## src/design/bis_cfg.svh

```systemverilog
// Constants for the bridge interrupt status block: offsets, bit positions,
// reset values. Included by the package and the design module.
`ifndef BIS_CFG_SVH
`define BIS_CFG_SVH
`define BIS_ADDR_W 12
`define BIS_OFF_STAT 12'h600
`define BIS_OFF_CTL 12'h604
`define BIS_B_PEL 31
`define BIS_B_QEL 30
`define BIS_B_MDPED 29
`define BIS_B_PCSR 28
`define BIS_B_DQE 27
`define BIS_B_DPE 26
`define BIS_B_DRST 25
`define BIS_B_DONE 24
`define BIS_B_PINT 23
`define BIS_B_PERR 22
`define BIS_B_SERR 21
`define BIS_B_QINT 20
`define BIS_B_MB0 16
`define BIS_B_QDPE 15
`define BIS_B_PSC 14
`define BIS_B_OPNE 13
`define BIS_B_IPN 12
`define BIS_B_IFE 11
`define BIS_B_OFE 10
`define BIS_B_IPF 9
`define BIS_B_OFF 8
`define BIS_B_SI0 0
`define BIS_STICKY_MASK 32'hFFFFD00F
`define BIS_LEVEL_MASK 32'h00002F00
`define BIS_CTL_RW_MASK 32'hFFFFDF00
`define BIS_SI_MASK 32'h0000000F
`define BIS_STAT_RST 32'h00000C00
`define BIS_CTL_RST 32'h00000000
`define BIS_ZERO 32'h00000000
`endif

```

## src/design/bis_pkg.sv

```systemverilog
// Types for the bridge interrupt status block.
// Assumes bis_cfg.svh is reachable by bare name.
`include "bis_cfg.svh"
package bis_pkg;
  typedef struct packed {
    logic [31:0] flags_ff;
    logic [31:0] enable_ff;
    logic [31:0] rdata_ff;
    logic pcs_prev_ff;
  } bis_state_type;
endpackage

```

## src/design/bis_interrupt_status.sv

```systemverilog
// Interrupt status collection for a PCI to local processor bus bridge.
// Assumes same-clock one-cycle event pulses, same-clock queue levels and
// a plain register port driven from logic on CLK_IN.
//
// Local design decisions: the register addresses and strobed register access.
`timescale 1ns/1ps
`include "bis_cfg.svh"
module bis_interrupt_status
  import bis_pkg::*;
(
  input wire logic CLK_IN,
  input wire logic RST_N_IN,
  input wire logic [`BIS_ADDR_W-1:0] ADDR_IN,
  input wire logic [31:0] WDATA_IN,
  input wire logic WR_IN,
  input wire logic RD_IN,
  output logic [31:0] RDATA_OUT,
  input wire logic PCI_ERRLOG_IN,
  input wire logic LOCAL_ERRLOG_IN,
  input wire logic MASTER_PARITY_SOURCE_BIT_IN,
  input wire logic PCI_CFG_STATUS_SET_IN,
  input wire logic DMA_LOCAL_ERR_IN,
  input wire logic DMA_PCI_ERR_IN,
  input wire logic DMA_RESET_IN,
  input wire logic DMA_DONE_IN,
  input wire logic PCI_IRQ_IN,
  input wire logic PCI_PARITY_IN,
  input wire logic PCI_SYSERR_IN,
  input wire logic LOCAL_IRQ_IN,
  input wire logic [3:0] MAILBOX_IN,
  input wire logic LOCAL_PARITY_ERR_IN,
  input wire logic POWER_CHANGE_IN,
  input wire logic IN_POST_NEW_IN,
  input wire logic OUT_POST_NONEMPTY_IN,
  input wire logic IN_FREE_EMPTY_IN,
  input wire logic OUT_FREE_EMPTY_IN,
  input wire logic IN_POST_FULL_IN,
  input wire logic OUT_FREE_FULL_IN,
  input wire logic OUT_POST_ENABLE_IN,
  output logic [31:0] ENABLE_OUT,
  output logic IRQ_OUT
);

  // ===========================================================
  // State and event gathering
  bis_state_type st_ff;
  bis_state_type nxt_st;
  logic [31:0] ev;
  logic [31:0] lvl;
  logic [31:0] en_eff;
  logic [31:0] clr;
  logic [31:0] soft_set;
  logic wr_stat;
  logic wr_ctl;
  logic pcs_rise;

  // The source bit is a level; only its rising edge counts as an event.
  assign pcs_rise = MASTER_PARITY_SOURCE_BIT_IN & ~st_ff.pcs_prev_ff;

  // Opaque enable bit for the outbound post list is mirrored from outside.
  always_comb begin
    en_eff = st_ff.enable_ff;
    en_eff[`BIS_B_OPNE] = OUT_POST_ENABLE_IN;
  end

  always_comb begin
    ev = `BIS_ZERO;
    ev[`BIS_B_PEL] = PCI_ERRLOG_IN;
    ev[`BIS_B_QEL] = LOCAL_ERRLOG_IN;
    ev[`BIS_B_MDPED] = pcs_rise;
    ev[`BIS_B_PCSR] = PCI_CFG_STATUS_SET_IN;
    ev[`BIS_B_DQE] = DMA_LOCAL_ERR_IN;
    ev[`BIS_B_DPE] = DMA_PCI_ERR_IN;
    ev[`BIS_B_DRST] = DMA_RESET_IN;
    ev[`BIS_B_DONE] = DMA_DONE_IN;
    ev[`BIS_B_PINT] = PCI_IRQ_IN;
    ev[`BIS_B_PERR] = PCI_PARITY_IN;
    ev[`BIS_B_SERR] = PCI_SYSERR_IN;
    ev[`BIS_B_QINT] = LOCAL_IRQ_IN;
    ev[`BIS_B_MB0+3:`BIS_B_MB0] = MAILBOX_IN;
    ev[`BIS_B_QDPE] = LOCAL_PARITY_ERR_IN;
    ev[`BIS_B_PSC] = POWER_CHANGE_IN;
    ev[`BIS_B_IPN] = IN_POST_NEW_IN;
  end

  // Queue levels follow the queues regardless of any enable.
  always_comb begin
    lvl = `BIS_ZERO;
    lvl[`BIS_B_OPNE] = OUT_POST_NONEMPTY_IN;
    lvl[`BIS_B_IFE] = IN_FREE_EMPTY_IN;
    lvl[`BIS_B_OFE] = OUT_FREE_EMPTY_IN;
    lvl[`BIS_B_IPF] = IN_POST_FULL_IN;
    lvl[`BIS_B_OFF] = OUT_FREE_FULL_IN;
  end

  // ===========================================================
  // Register decode
  assign wr_stat = WR_IN && (ADDR_IN == `BIS_OFF_STAT);
  assign wr_ctl = WR_IN && (ADDR_IN == `BIS_OFF_CTL);
  assign clr = wr_stat ? (WDATA_IN & `BIS_STICKY_MASK) : `BIS_ZERO;
  assign soft_set = wr_ctl ? (WDATA_IN & `BIS_SI_MASK) : `BIS_ZERO;

  always_comb begin
    nxt_st = st_ff;
    nxt_st.pcs_prev_ff = MASTER_PARITY_SOURCE_BIT_IN;
    // Hardware events are gated by their enable before latching; the
    // soft triggers come from software and need no gate. Set beats
    // clear, and a clear touches only this word, never a source bit.
    nxt_st.flags_ff = ((st_ff.flags_ff & ~clr)
                       | (ev & st_ff.enable_ff) | soft_set)
                      & `BIS_STICKY_MASK;
    nxt_st.flags_ff = nxt_st.flags_ff | lvl;
    if (wr_ctl) begin
      nxt_st.enable_ff = WDATA_IN & `BIS_CTL_RW_MASK;
    end
    if (RD_IN) begin
      if (ADDR_IN == `BIS_OFF_STAT) begin
        nxt_st.rdata_ff = st_ff.flags_ff;
      end else if (ADDR_IN == `BIS_OFF_CTL) begin
        // Trigger bits always read zero.
        nxt_st.rdata_ff = en_eff & ~`BIS_SI_MASK;
      end else begin
        nxt_st.rdata_ff = `BIS_ZERO;
      end
    end else begin
      nxt_st.rdata_ff = `BIS_ZERO;
    end
  end

  always_ff @(posedge CLK_IN or negedge RST_N_IN) begin
    if (!RST_N_IN) begin
      st_ff.flags_ff <= `BIS_STAT_RST;
      st_ff.enable_ff <= `BIS_CTL_RST;
      st_ff.rdata_ff <= `BIS_ZERO;
      st_ff.pcs_prev_ff <= 1'h0;
    end else begin
      st_ff <= nxt_st;
    end
  end

  assign RDATA_OUT = st_ff.rdata_ff;
  assign ENABLE_OUT = en_eff;
  // Level flags count toward the request only when enabled; soft flags
  // are gated by nothing, since their trigger is the software intent.
  assign IRQ_OUT = |(st_ff.flags_ff & (en_eff | `BIS_SI_MASK));

  // ===========================================================
  // Checks
  property p_sticky_hold;
    @(posedge CLK_IN) disable iff (!RST_N_IN)
    (st_ff.flags_ff[`BIS_B_DONE] && !(wr_stat && WDATA_IN[`BIS_B_DONE]))
    |=> st_ff.flags_ff[`BIS_B_DONE];
  endproperty
  a_sticky_hold: assert property (p_sticky_hold)
    else $error("done flag dropped without a clear");

  property p_set_wins;
    @(posedge CLK_IN) disable iff (!RST_N_IN)
    (DMA_DONE_IN && st_ff.enable_ff[`BIS_B_DONE] && wr_stat)
    |=> st_ff.flags_ff[`BIS_B_DONE];
  endproperty
  a_set_wins: assert property (p_set_wins)
    else $error("event lost against a clear");

  property p_clear;
    @(posedge CLK_IN) disable iff (!RST_N_IN)
    (wr_stat && WDATA_IN[`BIS_B_PEL] && !PCI_ERRLOG_IN)
    |=> !st_ff.flags_ff[`BIS_B_PEL];
  endproperty
  a_clear: assert property (p_clear)
    else $error("write one did not clear flag");

  property p_gate;
    @(posedge CLK_IN) disable iff (!RST_N_IN)
    (!st_ff.enable_ff[`BIS_B_IPN] && !st_ff.flags_ff[`BIS_B_IPN])
    |=> !st_ff.flags_ff[`BIS_B_IPN];
  endproperty
  a_gate: assert property (p_gate)
    else $error("new post flag set while disabled");

  property p_level;
    @(posedge CLK_IN) disable iff (!RST_N_IN)
    1'h1 |=> (st_ff.flags_ff[`BIS_B_IFE] == $past(IN_FREE_EMPTY_IN))
      && (st_ff.flags_ff[`BIS_B_OFF] == $past(OUT_FREE_FULL_IN));
  endproperty
  a_level: assert property (p_level)
    else $error("queue level flag out of step");

  property p_soft;
    @(posedge CLK_IN) disable iff (!RST_N_IN)
    (wr_ctl && WDATA_IN[`BIS_B_SI0]) |=> st_ff.flags_ff[`BIS_B_SI0];
  endproperty
  a_soft: assert property (p_soft)
    else $error("soft trigger did not set flag");

  property p_mdped;
    @(posedge CLK_IN) disable iff (!RST_N_IN)
    ($rose(MASTER_PARITY_SOURCE_BIT_IN) && st_ff.enable_ff[`BIS_B_MDPED])
    |=> st_ff.flags_ff[`BIS_B_MDPED];
  endproperty
  a_mdped: assert property (p_mdped)
    else $error("parity seen flag missed");

  property p_irq;
    @(posedge CLK_IN) disable iff (!RST_N_IN)
    (st_ff.flags_ff[`BIS_B_MB0] && st_ff.enable_ff[`BIS_B_MB0]) |-> IRQ_OUT;
  endproperty
  a_irq: assert property (p_irq)
    else $error("request missing for enabled flag");

  property p_rd;
    @(posedge CLK_IN) disable iff (!RST_N_IN)
    (RD_IN && ADDR_IN == `BIS_OFF_CTL) |=> (RDATA_OUT[3:0] == 4'h0);
  endproperty
  a_rd: assert property (p_rd)
    else $error("trigger bits read nonzero");

  // ===========================================================
  // Checks on hardware event sources
  // Every source is tied to its own flag bit. A crossed wire between two
  // sources would slip past the shared checks above, so most have their own;
  // DMA_RESET_IN, POWER_CHANGE_IN, MAILBOX_IN[3:1] and the PCI_ERRLOG_IN set have none.
  property p_local_log_set;
    @(posedge CLK_IN) disable iff (!RST_N_IN)
    (LOCAL_ERRLOG_IN && st_ff.enable_ff[`BIS_B_QEL])
    |=> st_ff.flags_ff[`BIS_B_QEL];
  endproperty
  a_local_log_set: assert property (p_local_log_set)
    else $error("local error log flag missed");

  property p_cfg_status_set;
    @(posedge CLK_IN) disable iff (!RST_N_IN)
    (PCI_CFG_STATUS_SET_IN && st_ff.enable_ff[`BIS_B_PCSR])
    |=> st_ff.flags_ff[`BIS_B_PCSR];
  endproperty
  a_cfg_status_set: assert property (p_cfg_status_set)
    else $error("config status flag missed");

  property p_dma_local_set;
    @(posedge CLK_IN) disable iff (!RST_N_IN)
    (DMA_LOCAL_ERR_IN && st_ff.enable_ff[`BIS_B_DQE])
    |=> st_ff.flags_ff[`BIS_B_DQE];
  endproperty
  a_dma_local_set: assert property (p_dma_local_set)
    else $error("dma local error flag missed");

  property p_dma_pci_set;
    @(posedge CLK_IN) disable iff (!RST_N_IN)
    (DMA_PCI_ERR_IN && st_ff.enable_ff[`BIS_B_DPE])
    |=> st_ff.flags_ff[`BIS_B_DPE];
  endproperty
  a_dma_pci_set: assert property (p_dma_pci_set)
    else $error("dma pci error flag missed");

  property p_pci_irq_set;
    @(posedge CLK_IN) disable iff (!RST_N_IN)
    (PCI_IRQ_IN && st_ff.enable_ff[`BIS_B_PINT])
    |=> st_ff.flags_ff[`BIS_B_PINT];
  endproperty
  a_pci_irq_set: assert property (p_pci_irq_set)
    else $error("pci interrupt flag missed");

  property p_pci_parity_set;
    @(posedge CLK_IN) disable iff (!RST_N_IN)
    (PCI_PARITY_IN && st_ff.enable_ff[`BIS_B_PERR])
    |=> st_ff.flags_ff[`BIS_B_PERR];
  endproperty
  a_pci_parity_set: assert property (p_pci_parity_set)
    else $error("pci parity flag missed");

  property p_pci_syserr_set;
    @(posedge CLK_IN) disable iff (!RST_N_IN)
    (PCI_SYSERR_IN && st_ff.enable_ff[`BIS_B_SERR])
    |=> st_ff.flags_ff[`BIS_B_SERR];
  endproperty
  a_pci_syserr_set: assert property (p_pci_syserr_set)
    else $error("pci system error flag missed");

  property p_local_irq_set;
    @(posedge CLK_IN) disable iff (!RST_N_IN)
    (LOCAL_IRQ_IN && st_ff.enable_ff[`BIS_B_QINT])
    |=> st_ff.flags_ff[`BIS_B_QINT];
  endproperty
  a_local_irq_set: assert property (p_local_irq_set)
    else $error("local interrupt flag missed");

  property p_mailbox_set;
    @(posedge CLK_IN) disable iff (!RST_N_IN)
    (MAILBOX_IN[0] && st_ff.enable_ff[`BIS_B_MB0])
    |=> st_ff.flags_ff[`BIS_B_MB0];
  endproperty
  a_mailbox_set: assert property (p_mailbox_set)
    else $error("mailbox flag missed");

  property p_local_parity_set;
    @(posedge CLK_IN) disable iff (!RST_N_IN)
    (LOCAL_PARITY_ERR_IN && st_ff.enable_ff[`BIS_B_QDPE])
    |=> st_ff.flags_ff[`BIS_B_QDPE];
  endproperty
  a_local_parity_set: assert property (p_local_parity_set)
    else $error("local parity flag missed");

  property p_new_post_set;
    @(posedge CLK_IN) disable iff (!RST_N_IN)
    (IN_POST_NEW_IN && st_ff.enable_ff[`BIS_B_IPN])
    |=> st_ff.flags_ff[`BIS_B_IPN];
  endproperty
  a_new_post_set: assert property (p_new_post_set)
    else $error("new post flag missed");

  // ===========================================================
  // Checks on levels, enables, the held source bit and the request
  // Level flags pass one flop, so they are held against last cycle's pin.
  property p_out_post_level;
    @(posedge CLK_IN) disable iff (!RST_N_IN)
    1'h1 |=>
      st_ff.flags_ff[`BIS_B_OPNE] == $past(OUT_POST_NONEMPTY_IN);
  endproperty
  a_out_post_level: assert property (p_out_post_level)
    else $error("outbound post level flag out of step");

  property p_in_full_level;
    @(posedge CLK_IN) disable iff (!RST_N_IN)
    1'h1 |=>
      st_ff.flags_ff[`BIS_B_IPF] == $past(IN_POST_FULL_IN);
  endproperty
  a_in_full_level: assert property (p_in_full_level)
    else $error("inbound full level flag out of step");

  property p_source_kept;
    @(posedge CLK_IN) disable iff (!RST_N_IN)
    (wr_stat && WDATA_IN[`BIS_B_MDPED] && st_ff.pcs_prev_ff
     && MASTER_PARITY_SOURCE_BIT_IN)
    |=> !st_ff.flags_ff[`BIS_B_MDPED];
  endproperty
  a_source_kept: assert property (p_source_kept)
    else $error("held source bit set its flag again");

  property p_irq_quiet;
    @(posedge CLK_IN) disable iff (!RST_N_IN)
    (((st_ff.flags_ff & `BIS_STICKY_MASK) == `BIS_ZERO)
     && ((en_eff & `BIS_LEVEL_MASK) == `BIS_ZERO))
    |-> !IRQ_OUT;
  endproperty
  a_irq_quiet: assert property (p_irq_quiet)
    else $error("request raised with nothing pending");

  property p_enable_mask;
    @(posedge CLK_IN) disable iff (!RST_N_IN)
    wr_ctl |=>
      st_ff.enable_ff == ($past(WDATA_IN) & `BIS_CTL_RW_MASK);
  endproperty
  a_enable_mask: assert property (p_enable_mask)
    else $error("enable word wrote wrong bits");

endmodule // bis_interrupt_status

```

## config.mk

```make
export PLATFORM = sky130hd
export DESIGN_NAME = bis_interrupt_status
export DESIGN_NICKNAME = d
export VERILOG_FILES = /design/src/design/bis_pkg.sv /design/src/design/bis_interrupt_status.sv
export VERILOG_INCLUDE_DIRS = /design/src /design/src/design
export SDC_FILE = /design/constraint.sdc
export NUM_CORES = 1
export LEC_CHECK = 0
export CORE_ASPECT_RATIO = 1.25
export CORE_UTILIZATION = 30
export CTS_CLUSTER_DIAMETER = 30
export DETAILED_ROUTE_END_ITERATION = 8
export DONT_BUFFER_PORTS = 1
export PLACE_DENSITY = 0.46
export SYNTH_ARGS = -nofsm -noshare
export SYNTH_HDL_FRONTEND = slang
export SYNTH_SLANG_ARGS = --single-unit
```

## constraint.sdc

```tcl
create_clock -name CLK_IN -period 3.2 [get_ports CLK_IN]
set_input_delay 0.16 -clock CLK_IN [delete_from_list [all_inputs] [get_ports CLK_IN]]
set_output_delay 0.16 -clock CLK_IN [all_outputs]
set_load 0.02 [all_outputs]
```

# == Yosys cells after proc, flatten, opt, wreduce, memory -nomap -nowiden ==
# Cells that the tools add are included.
# classes
add_sub_neg,0
n_mul,0
div,0
order_cmp,0
eq_ne,2
shift,0
mux,5
bitwise,9
reduce_logical,3
# op_table
cell,n
2-to-1 mux 32 bit,4
bitwise AND 32 bit,3
inverter 32 bit,1
OR 32 x 14 -> 32 bit,1
OR 32 bit,1
OR 32 x 4 -> 32 bit,1
OR reduction 32 bit,1
equality test 12 x 11 -> 1 bit (second input constant),2
2-to-1 mux 4 bit,1
logical AND 1 bit,2
bitwise AND 1 bit,1
inverter 1 bit,1
# word_totals
register_bits,88
latchBits,0
ram_bits,0
romBits,0
inputBits,73
n_memories,0

# == Longest topological paths before layout ==
# Gate-level depths: netlist of run 1.
# depth
word_depth,8
ltp_mapped,6

# == Worst setup path after synthesis of run 1 ==
# OpenSTA, ideal clock, no wires.
# synth_timing
path_kind,input port to flip-flop
startpoint,input port ADDR_IN[11]
endpoint,"register st_ff, in the netlist ENABLE_OUT[10]"
t_arrival_ps,1420
slack_ps,1655
path_stages,5
cell_sequence,nor4b_4 -> and4_1 -> buf_6 -> buf_12 -> mux2_4
# synth_via
elab_chain_cells,2
# synth_rtl
element,line,text
from (decl),bis_interrupt_status.sv:13,"input wire logic [`BIS_ADDR_W-1:0] ADDR_IN,"
equality test 12 x 11 -> 1 bit (no line),--,
logical AND 1 bit,bis_interrupt_status.sv:99,assign wr_ctl = WR_IN && (ADDR_IN == `BIS_OFF_CTL);
to (signal assigned),bis_interrupt_status.sv:137,st_ff <= nxt_st;
to (decl),bis_interrupt_status.sv:46,bis_state_type st_ff;
# Every way passes these cells.
# A chain may end at the register's enable or synchronous reset.

# == Final worst setup path of run 1 ==
# layout_timing
startpoint,"register st_ff, in the netlist ENABLE_OUT[19]"
endpoint,output port IRQ_OUT
# layout_via
elab_chain_cells,2
# layout_rtl
element,line,text
bitwise AND 32 bit,bis_interrupt_status.sv:145,assign IRQ_OUT = |(st_ff.flags_ff & (en_eff | `BIS_SI_MASK));
OR reduction 32 bit,bis_interrupt_status.sv:145,
to (decl),bis_interrupt_status.sv:41,output logic IRQ_OUT
# Every way passes these cells.

==> impl_metrics.py, run 1 <==
metrics = {
    "outcome": {
        "status": "complete, no violations",
    },
    "power_and_ir_drop": {
        "peakVddDrop_mv": 0.271,
        "power_density_nw_per_um2": 502,
        "p_leak_nw": 1.97,
    },
    "synthesis": {
        "synth_top_area_share_pct": 49.8,
        "yosys.area.top_type": "dfrtp_1",
        "ys.warnings.count": 0,
        "ys_seq_area_share_pct": 51.2,
        "syn_avg_cell_area_um2": 12.7,
        "synth_cells": 308,
        "syn_area_um2": 3920,
        "synth_area_leaders": "dfrtp_1, buf_4, mux2_4",
        "ys_seq_elements": 80,
        "ys_types": 32,
    },
    "critical_path": {
        "rrSetupSlack_ps": 2200,
        "path_max_fanout": 5,
        "setup.worst_path.start_class": "flop",
        "path_cells": "a22oi_1 -> nand4_1 -> or4_1",
        "reg2reg_depth": 1,
        "end_kind": "output port",
        "slowest_delay_ps": 680,
        "r2r-start": "ENABLE_OUT[22]",
        "crit_type": "flop to output port",
        "cp_data_arrival_time_ps": 1950,
        "rr_endpoint": "st_ff[87]",
        "crit_required_ps": 3040,
        "crit_path_top_delay_cell": "or4_1",
    },
    "die": {
        "fp.dieW_um": 104,
        "initial_core_util_pct": 30.8,
        "io-pin-count": 138,
        "core_area_um2": 12700,
        "fp.dieH_um": 130,
        "rows": 46,
        "dieArea_um2": 13500,
    },
    "clock_tree": {
        "numClockSinks": 80,
        "cts_tree": "yes",
        "cts.clk_slew.worst_paths_ps": 60,
        "numCtsBuffers": 9,
        "cts_root_buffer": "clkbuf_16",
        "postCtsSetupBuffers": 0,
        "clkLatencyLatePin_ps": 330,
        "cts_buffer_depth": 2,
        "htreeDepth": 3,
    },
    "route": {
        "vias_per_cell": 4.64,
        "drc": 0,
        "routed_wirelength_mm": 8.72,
        "drtAntennaViolNets": 0,
        "vias": 2240,
        "drt_iter0_markers": 92,
        "wl_per_cell_um": 18.1,
        "first_pass_iters": 4,
    },
    "sta": {
        "rsz0062_at_grt": "false",
        "slew_viol_final": 0,
        "hold_violations": 0,
        "clock_skew_ps": 6.18,
        "whs_ps": 15.5,
        "layout_setup_ws_ps": 1090,
        "max_slew.worst_pin.slew_ps": 750,
        "tns_ps": 0,
        "fin_crit_sh_pct": 65.8,
        "timing.fmax_ghz": 0.475,
        "layout_min_cycle_time_ps": 2110,
        "setup_violations": 0,
        "max_slew_margin_pct": 50.0,
    },
    "global_routing": {
        "antenna_found_initial": 0,
        "grt_max_degree": 81,
        "grtUsageTotal_pct": 13.4,
        "grt_pass1_vias": 2378,
        "grt_pass1_wl_mm": 13.4,
        "overflow": 0,
    },
    "cells_and_area": {
        "n_antenna_cell": 0,
        "final_common_cell": "dfrtp_1",
        "final_cell_mix": "dfrtp_1, dlygate4sd3_1, mux2i_1, nor2_1, mux2_4",
        "syn_to_final_growth_pct": 14.4,
        "drive_gt1_share_pct": 17.1,
        "final_area_um2": 4480,
        "nets": 383,
    },
    "min_path": {
        "worstHoldStart": "ADDR_IN[2]",
        "holdPathEnd": "RDATA_OUT[17]",
        "holdCritPathClass": "input pin to flop",
        "hold-path-cell-count": 2,
    },
    "flow_run": {
        "maxCapViolations": 0,
    },
    "place": {
        "placed_area_um2": 3620,
        "detailedPlacementHpwl_mm": 5.42,
        "gp_congestion": 0.664,
        "port_buffers": 0,
        "place_ws_ps": 945,
    },
}
metrics by stage:
step	power, W	util, %	cells
global placement	0.00110	28.5	415
floorplan	0.00111	-	319
CTS	0.00229	35.2	483
finish	0.00225	35.2	483
global route	0.00234	35.2	483
detailed placement	0.00110	28.5	415
cell usage after synthesis:
cell,instances
buf_6,2
and2_0,1
dfstp_2,2
buf_4,64
inv_1,1
o21ai_0,1
and2_1,4
nand4_2,1
nor3_2,1
nand3b_1,1
nor2b_1,19
nand3_1,1
buf_1,1
nor2_1,24
a221o_1,18
mux2_4,20
nor4_1,1
buf_12,2
and4_1,1
conb_1,1
nor3b_1,4
nor4b_4,2
nand2_1,1
a22oi_1,12
a21o_1,1
mux2_2,7
nand4_1,6
nand4_4,1
mux2i_1,24
clkbuf_1,5
dfrtp_1,78
or4_1,1
flip-flops by register name, indices dropped and copies added, names as in the netlist:
name and cells:
ENABLE_OUT 23, st_ff 29, RDATA_OUT 28
power by group:
group          total (W)  switching [W]  internal [W]
Clock            0.00109       0.000406      0.000681
Combinational   0.000138      0.0000671     0.0000711
Sequential       0.00102     0.00000570       0.00102
layer usage:
layer	routed length, um	vias to the layer above	global-route usage, %
met5	0	-	0
met4	138	0	5.63
met3	418	9	3.50
met2	4430	74	23.1
met1	3740	1134	15.8
li1	-	1023	-
worst max path at each step:
stage,slack [ps],depth (start not counted),to,from
floorplan,1650,5,ENABLE_OUT[10],ADDR_IN[11]
global placement,950,4,ENABLE_OUT[17],ADDR_IN[0]
detailed placement,940,4,ENABLE_OUT[19],ADDR_IN[0]
CTS,1050,3,IRQ_OUT,ENABLE_OUT[21]
global route,980,3,IRQ_OUT,ENABLE_OUT[19]
finish,1090,3,IRQ_OUT,ENABLE_OUT[19]
kinds of logic after synthesis:
kind of cell / share of synthesized area [%]
flops: 51.2
other cells: 0.0957
mux: 15.8
compound gates: 7.22
simple gates: 11.2
buf+inv: 14.5
area by class of cell:
cell class / instances / area (um^2)
clock buffers: 10 / 229
repair buffers: 54 / 563
flip-flops and latches: 80 / 2000
inverters: 1 / 3.75
multi-input cells: 164 / 1390
fillers: 1244 / 8240
clock inverters: 6 / 85.1
well taps: 168 / 210
critical path, delay by kind of cell, from the launching register on:
family / cells / cell delay (ps)
flops: 1 / 490
simple gates: 2 / 830
compound gates: 1 / 300
what timing repair did:
item	CTS	global route
hold endpoints to repair	151	0
hold buffers	52	0
resized for setup	0	0
endpoints found under the setup margin	0	0
Power figures use the tool's default switching activity.
==> run 2, diff against run 1 <==
--- a/config.mk
+++ b/config.mk
@@ -11,7 +11,7 @@
 export CTS_CLUSTER_DIAMETER = 30
 export DETAILED_ROUTE_END_ITERATION = 8
 export DONT_BUFFER_PORTS = 1
-export PLACE_DENSITY = 0.46
+export PLACE_DENSITY = 0.47
 export SYNTH_ARGS = -nofsm -noshare
 export SYNTH_HDL_FRONTEND = slang
 export SYNTH_SLANG_ARGS = --single-unit
==> constraint.sdc (replaced) <==
create_clock -name CLK_IN -period 1.85 [get_ports CLK_IN]
set_input_delay 0.0925 -clock CLK_IN [delete_from_list [all_inputs] [get_ports CLK_IN]]
set_output_delay 0.0925 -clock CLK_IN [all_outputs]
set_load 0.02 [all_outputs]
==> impl_metrics.py, run 2 (synthesis gave the netlist of run 1 again) <==
metrics = {
    "critical_path": {
        "rr_endpoint": "st_ff[96]",
        "crit_type": "flop to output port",
        "reg2reg_depth": 3,
        "crit_path_start": "ENABLE_OUT[8]",
        "setup.worst_path.start_class": "flop",
        "rrSetupSlack_ps": 310,
        "cp_data_arrival_time_ps": 1700,
        "crit_required_ps": 1760,
        "endpoint": "IRQ_OUT",
        "path_max_fanout": 4,
        "r2r-start": "ENABLE_OUT[31]",
        "end_kind": "output port",
    },
    "global_routing": {
        "grtUsageTotal_pct": 13.6,
        "overflow": 0,
        "grt_pass1_wl_mm": 13.6,
        "grt_max_degree": 81,
        "antenna_found_initial": 0,
        "grt_pass1_vias": 2383,
    },
    "power_and_ir_drop": {
        "pwr-share-seq_pct": 45.2,
        "p_leak_nw": 2.11,
        "p_switching_w": 0.000812,
        "comb_power_share_pct": 5.6,
        "peakVddDrop_mv": 0.385,
        "swShare_pct": 20.8,
        "p_int_w": 0.00309,
        "power_density_nw_per_um2": 827,
        "clkPwrFrac_pct": 49.2,
    },
    "die": {
        "rows": 46,
        "dieArea_um2": 13500,
        "initial_core_util_pct": 30.8,
        "core_area_um2": 12700,
        "fp.dieH_um": 130,
        "fp.dieW_um": 104,
        "io-pin-count": 138,
    },
    "route": {
        "first_pass_iters": 4,
        "vias": 2303,
        "routed_wirelength_mm": 8.96,
        "vias_per_cell": 4.55,
        "wl_per_cell_um": 17.7,
        "drt_iter0_markers": 85,
        "drc": 0,
        "drtAntennaViolNets": 0,
    },
    "clock_tree": {
        "cts.clk_slew.worst_paths_ps": 60,
        "htreeDepth": 3,
        "numClockSinks": 80,
        "holdBufCountCts": 50,
        "numCtsBuffers": 9,
        "cts_tree": "yes",
        "cts_root_buffer": "clkbuf_16",
        "clkLatencyLatePin_ps": 340,
        "cts_buffer_depth": 2,
    },
    "sta": {
        "timing.fmax_ghz": 0.559,
        "slew_viol_final": 0,
        "rsz0062_at_grt": "true",
        "layout_min_cycle_time_ps": 1790,
        "fin_crit_sh_pct": 96.7,
        "tns_ps": 0,
        "setup_violations": 0,
        "whs_ps": -553,
        "layout_setup_ws_ps": 61.1,
        "hold_violations": 80,
        "clock_skew_ps": 5.06,
    },
    "cells_and_area": {
        "final_common_cell": "dfrtp_1",
        "largest_reg_flops": 29,
        "top_register": "st_ff",
        "final_cell_mix": "dfrtp_1, dlygate4sd3_1, buf_4",
        "final_area_um2": 4720,
        "syn_to_final_growth_pct": 20.6,
        "fin_cells": 506,
        "drive_gt1_share_pct": 27.5,
        "n_antenna_cell": 0,
        "nets": 406,
    },
    "place": {
        "dp_cells": 439,
        "port_buffers": 0,
        "gp_congestion": 0.743,
        "detailedPlacementHpwl_mm": 5.84,
        "place_ws_ps": 174,
        "placed_area_um2": 3810,
    },
    "outcome": {
        "violations": "negative hold slack",
        "status": "finished with violations",
    },
    "flow_run": {
        "maxCapViolations": 0,
    },
    "min_path": {
        "holdCritPathClass": "input pin to async pin",
    },
}
[run 2: power by group through the flow]
stage                     combinational [W]  sequential [W]  clock [W]
final                              0.000218         0.00177    0.00192
after global routing               0.000236         0.00177    0.00204
after CTS                          0.000220         0.00177    0.00199
after detailed placement           0.000104         0.00180          0
after global placement             0.000104         0.00180          0
after floorplan                    0.000127         0.00180          0
[run 2: metal layers]
metal / routed length (um) / share of wire (%) / track usage, % / up-vias
li1: - / - / - / 1069
met1: 3820 / 43 / 15.8 / 1144
met3: 386 / 4.3 / 3.45 / 15
met5: 0 / 0 / 0 / -
met2: 4530 / 51 / 23.2 / 75
met4: 223 / 2.5 / 7.65 / 0
[run 2: final cells by class]
cell class	count	area, um^2
inverter	1	3.75
sequential	80	2010
tap	168	210
clock buffer	10	239
multi-input combinational	164	1460
fill	1248	8000
clock inverter	6	82.6
timing repair buffer	77	726
[run 2: worst min path at each step]
stage,start,to,slack (ps),cells after the start
after floorplan,RST_N_IN,ENABLE_OUT[10],-200,0
after global placement,RST_N_IN,RDATA_OUT[25],-200,0
after detailed placement,RST_N_IN,RDATA_OUT[25],-200,0
after CTS,RST_N_IN,RDATA_OUT[28],-580,0
after global routing,RST_N_IN,RDATA_OUT[25],-570,0
final,RST_N_IN,RDATA_OUT[25],-550,0
[run 2: per-stage QoR]
step	util, %	power [W]
6_report	37.1	0.00391
3_3_place_gp	30.0	0.00190
4_1_cts	37.0	0.00398
3_5_place_dp	30.0	0.00190
5_1_grt	37.1	0.00404
2_1_floorplan	-	0.00193
[run 2: critical path: stages (launching register included)]
cell,delay (ps)
dfrtp_1,490
a22oi_1,190
nand2_1,80
or4_4,590
[run 2: what timing repair did]
| item | in CTS | in global routing |
|---|---|---|
| setup buffers | 1 | 0 |
| endpoints found under the hold margin | 160 | 80 |
| pin swaps | 7 | 2 |
| gates resized for setup | 11 | 4 |
| setup endpoints to repair | 1 | 1 |
==> run 3, diff against run 2 <==
==> constraint.sdc (replaced) <==
create_clock -name CLK_IN -period 1.85 [get_ports CLK_IN]
set_input_delay 0.0925 -clock CLK_IN [delete_from_list [all_inputs] [get_ports CLK_IN]]
set_output_delay 0.0925 -clock CLK_IN [all_outputs]
set_load 0.01 [all_outputs]
==> impl_metrics.py, run 3 (synthesis gave the netlist of run 1 again) <==
metrics = {
    "outcome": {
        "status": "finished with violations",
        "violations": "negative hold slack, negative setup slack",
    },
    "die": {
        "initial_core_util_pct": 30.8,
        "fp.dieH_um": 130,
        "dieArea_um2": 13500,
        "rows": 46,
        "core_area_um2": 12700,
        "fp.dieW_um": 104,
        "io-pin-count": 138,
    },
    "critical_path": {
        "path_max_fanout": 5,
        "reg2reg_depth": 2,
        "crit_type": "flop to output port",
        "rr_endpoint": "st_ff[89]",
        "setup.worst_path.start_class": "flop",
        "crit_required_ps": 1760,
        "cp_data_arrival_time_ps": 1770,
        "r2r-start": "ENABLE_OUT[24]",
        "end_kind": "output port",
        "rrSetupSlack_ps": 860,
    },
    "sta": {
        "whs_ps": -556,
        "timing.fmax_ghz": 0.538,
        "tns_ps": -8.63,
        "setup_violations": 1,
        "hold_violations": 80,
        "clock_skew_ps": 6.51,
        "layout_min_cycle_time_ps": 1860,
        "fin_crit_sh_pct": 100,
        "rsz0062_at_grt": "true",
        "slew_viol_final": 0,
        "layout_setup_ws_ps": -8.63,
    },
    "cells_and_area": {
        "n_antenna_cell": 0,
        "drive_gt1_share_pct": 22.8,
        "top_register": "st_ff",
        "largest_reg_flops": 29,
        "syn_to_final_growth_pct": 17.3,
        "final_cell_mix": "dfrtp_1, dlygate4sd3_1, mux2i_1, nor2_1, mux2_4",
        "nets": 392,
        "final_common_cell": "dfrtp_1",
    },
    "clock_tree": {
        "htreeDepth": 3,
        "cts.clk_slew.worst_paths_ps": 70,
        "postCtsSetupBuffers": 0,
        "holdBufCountCts": 50,
        "cts_root_buffer": "clkbuf_16",
        "clkLatencyLatePin_ps": 340,
        "cts_tree": "yes",
        "numClockSinks": 80,
        "cts_buffer_depth": 2,
        "numCtsBuffers": 9,
    },
    "route": {
        "drtAntennaViolNets": 0,
        "wl_per_cell_um": 17.8,
        "drc": 0,
        "first_pass_iters": 4,
        "routed_wirelength_mm": 8.77,
        "drt_iter0_markers": 54,
        "vias": 2268,
        "vias_per_cell": 4.61,
    },
    "global_routing": {
        "grt_pass1_wl_mm": 13.3,
        "antenna_found_initial": 0,
        "overflow": 0,
        "grtUsageTotal_pct": 13.4,
        "grt_pass1_vias": 2388,
        "grt_max_degree": 81,
    },
    "place": {
        "place_ws_ps": 177,
        "detailedPlacementHpwl_mm": 5.72,
        "gp_congestion": 0.729,
        "port_buffers": 0,
    },
    "min_path": {
        "holdCritPathClass": "input pin to async pin",
    },
    "power_and_ir_drop": {
        "power_density_nw_per_um2": 854,
        "p_leak_nw": 2.02,
        "peakVddDrop_mv": 0.325,
    },
    "flow_run": {
        "maxCapViolations": 0,
    },
}
==> run 3: per-stage QoR <==
step                utilization [%]  cells  cell area, um^2  total power [W]  hold WS (ps)
finish                         36.1    492             4590          0.00393          -556
global route                   36.1    492             4590          0.00407          -576
CTS                            36.1    492             4590          0.00399          -578
detailed placement             29.2    426             3710          0.00189          -202
global placement               29.2    426             3710          0.00189          -201
floorplan                         -    319             3960          0.00191          -203
==> run 3: what timing repair did <==
| action | 4_1_cts | 5_1_grt |
|---|---|---|
| hold endpoints to repair | 159 | 80 |
| resized for setup | 7 | 2 |
| pin swaps | 3 | 2 |
| endpoints found under the setup margin | 1 | 1 |
==> run 3: report_power, final <==
group          switching, W  total [W]  internal (W)
registers        0.00000719    0.00177       0.00176
logic             0.0000817   0.000203      0.000121
clock network      0.000733    0.00196       0.00122
total              0.000822    0.00393       0.00310
==> run 3: worst max path at each step <==
| stage | start | end | slack [ps] | cells after the start |
|---|---|---|---|---|
| after global routing | ENABLE_OUT[22] | IRQ_OUT | -80 | 3 |
| after detailed placement | ENABLE_OUT[22] | IRQ_OUT | 180 | 3 |
| after global placement | ENABLE_OUT[22] | IRQ_OUT | 170 | 3 |
| after CTS | ENABLE_OUT[22] | IRQ_OUT | -70 | 3 |
| final | ENABLE_OUT[18] | IRQ_OUT | -9 | 3 |
| after floorplan | ADDR_IN[11] | ENABLE_OUT[10] | 370 | 5 |
==> run 3: final cells by class <==
class / instances / area (um^2)
Tap cell: 168 / 210
Timing Repair Buffer: 63 / 621
Multi-Input combinational cell: 164 / 1420
Fill cell: 1263 / 8130
Clock inverter: 6 / 92.6
Clock buffer: 10 / 239
Inverter: 1 / 3.75
Sequential cell: 80 / 2010
==> run 3: worst max-delay path, cell delays in order, from the launching register on <==
cell,delay (ps)
dfrtp_1,470
a22oi_1,240
nand4_1,180
or4_4,540
==> run 3: layer usage <==
layer,track usage [%],routed length [um],vias up
met5,0,0,-
met4,7.73,188,0
met3,3.35,376,12
met2,22.5,4430,68
met1,15.6,3770,1146
li1,-,-,1042
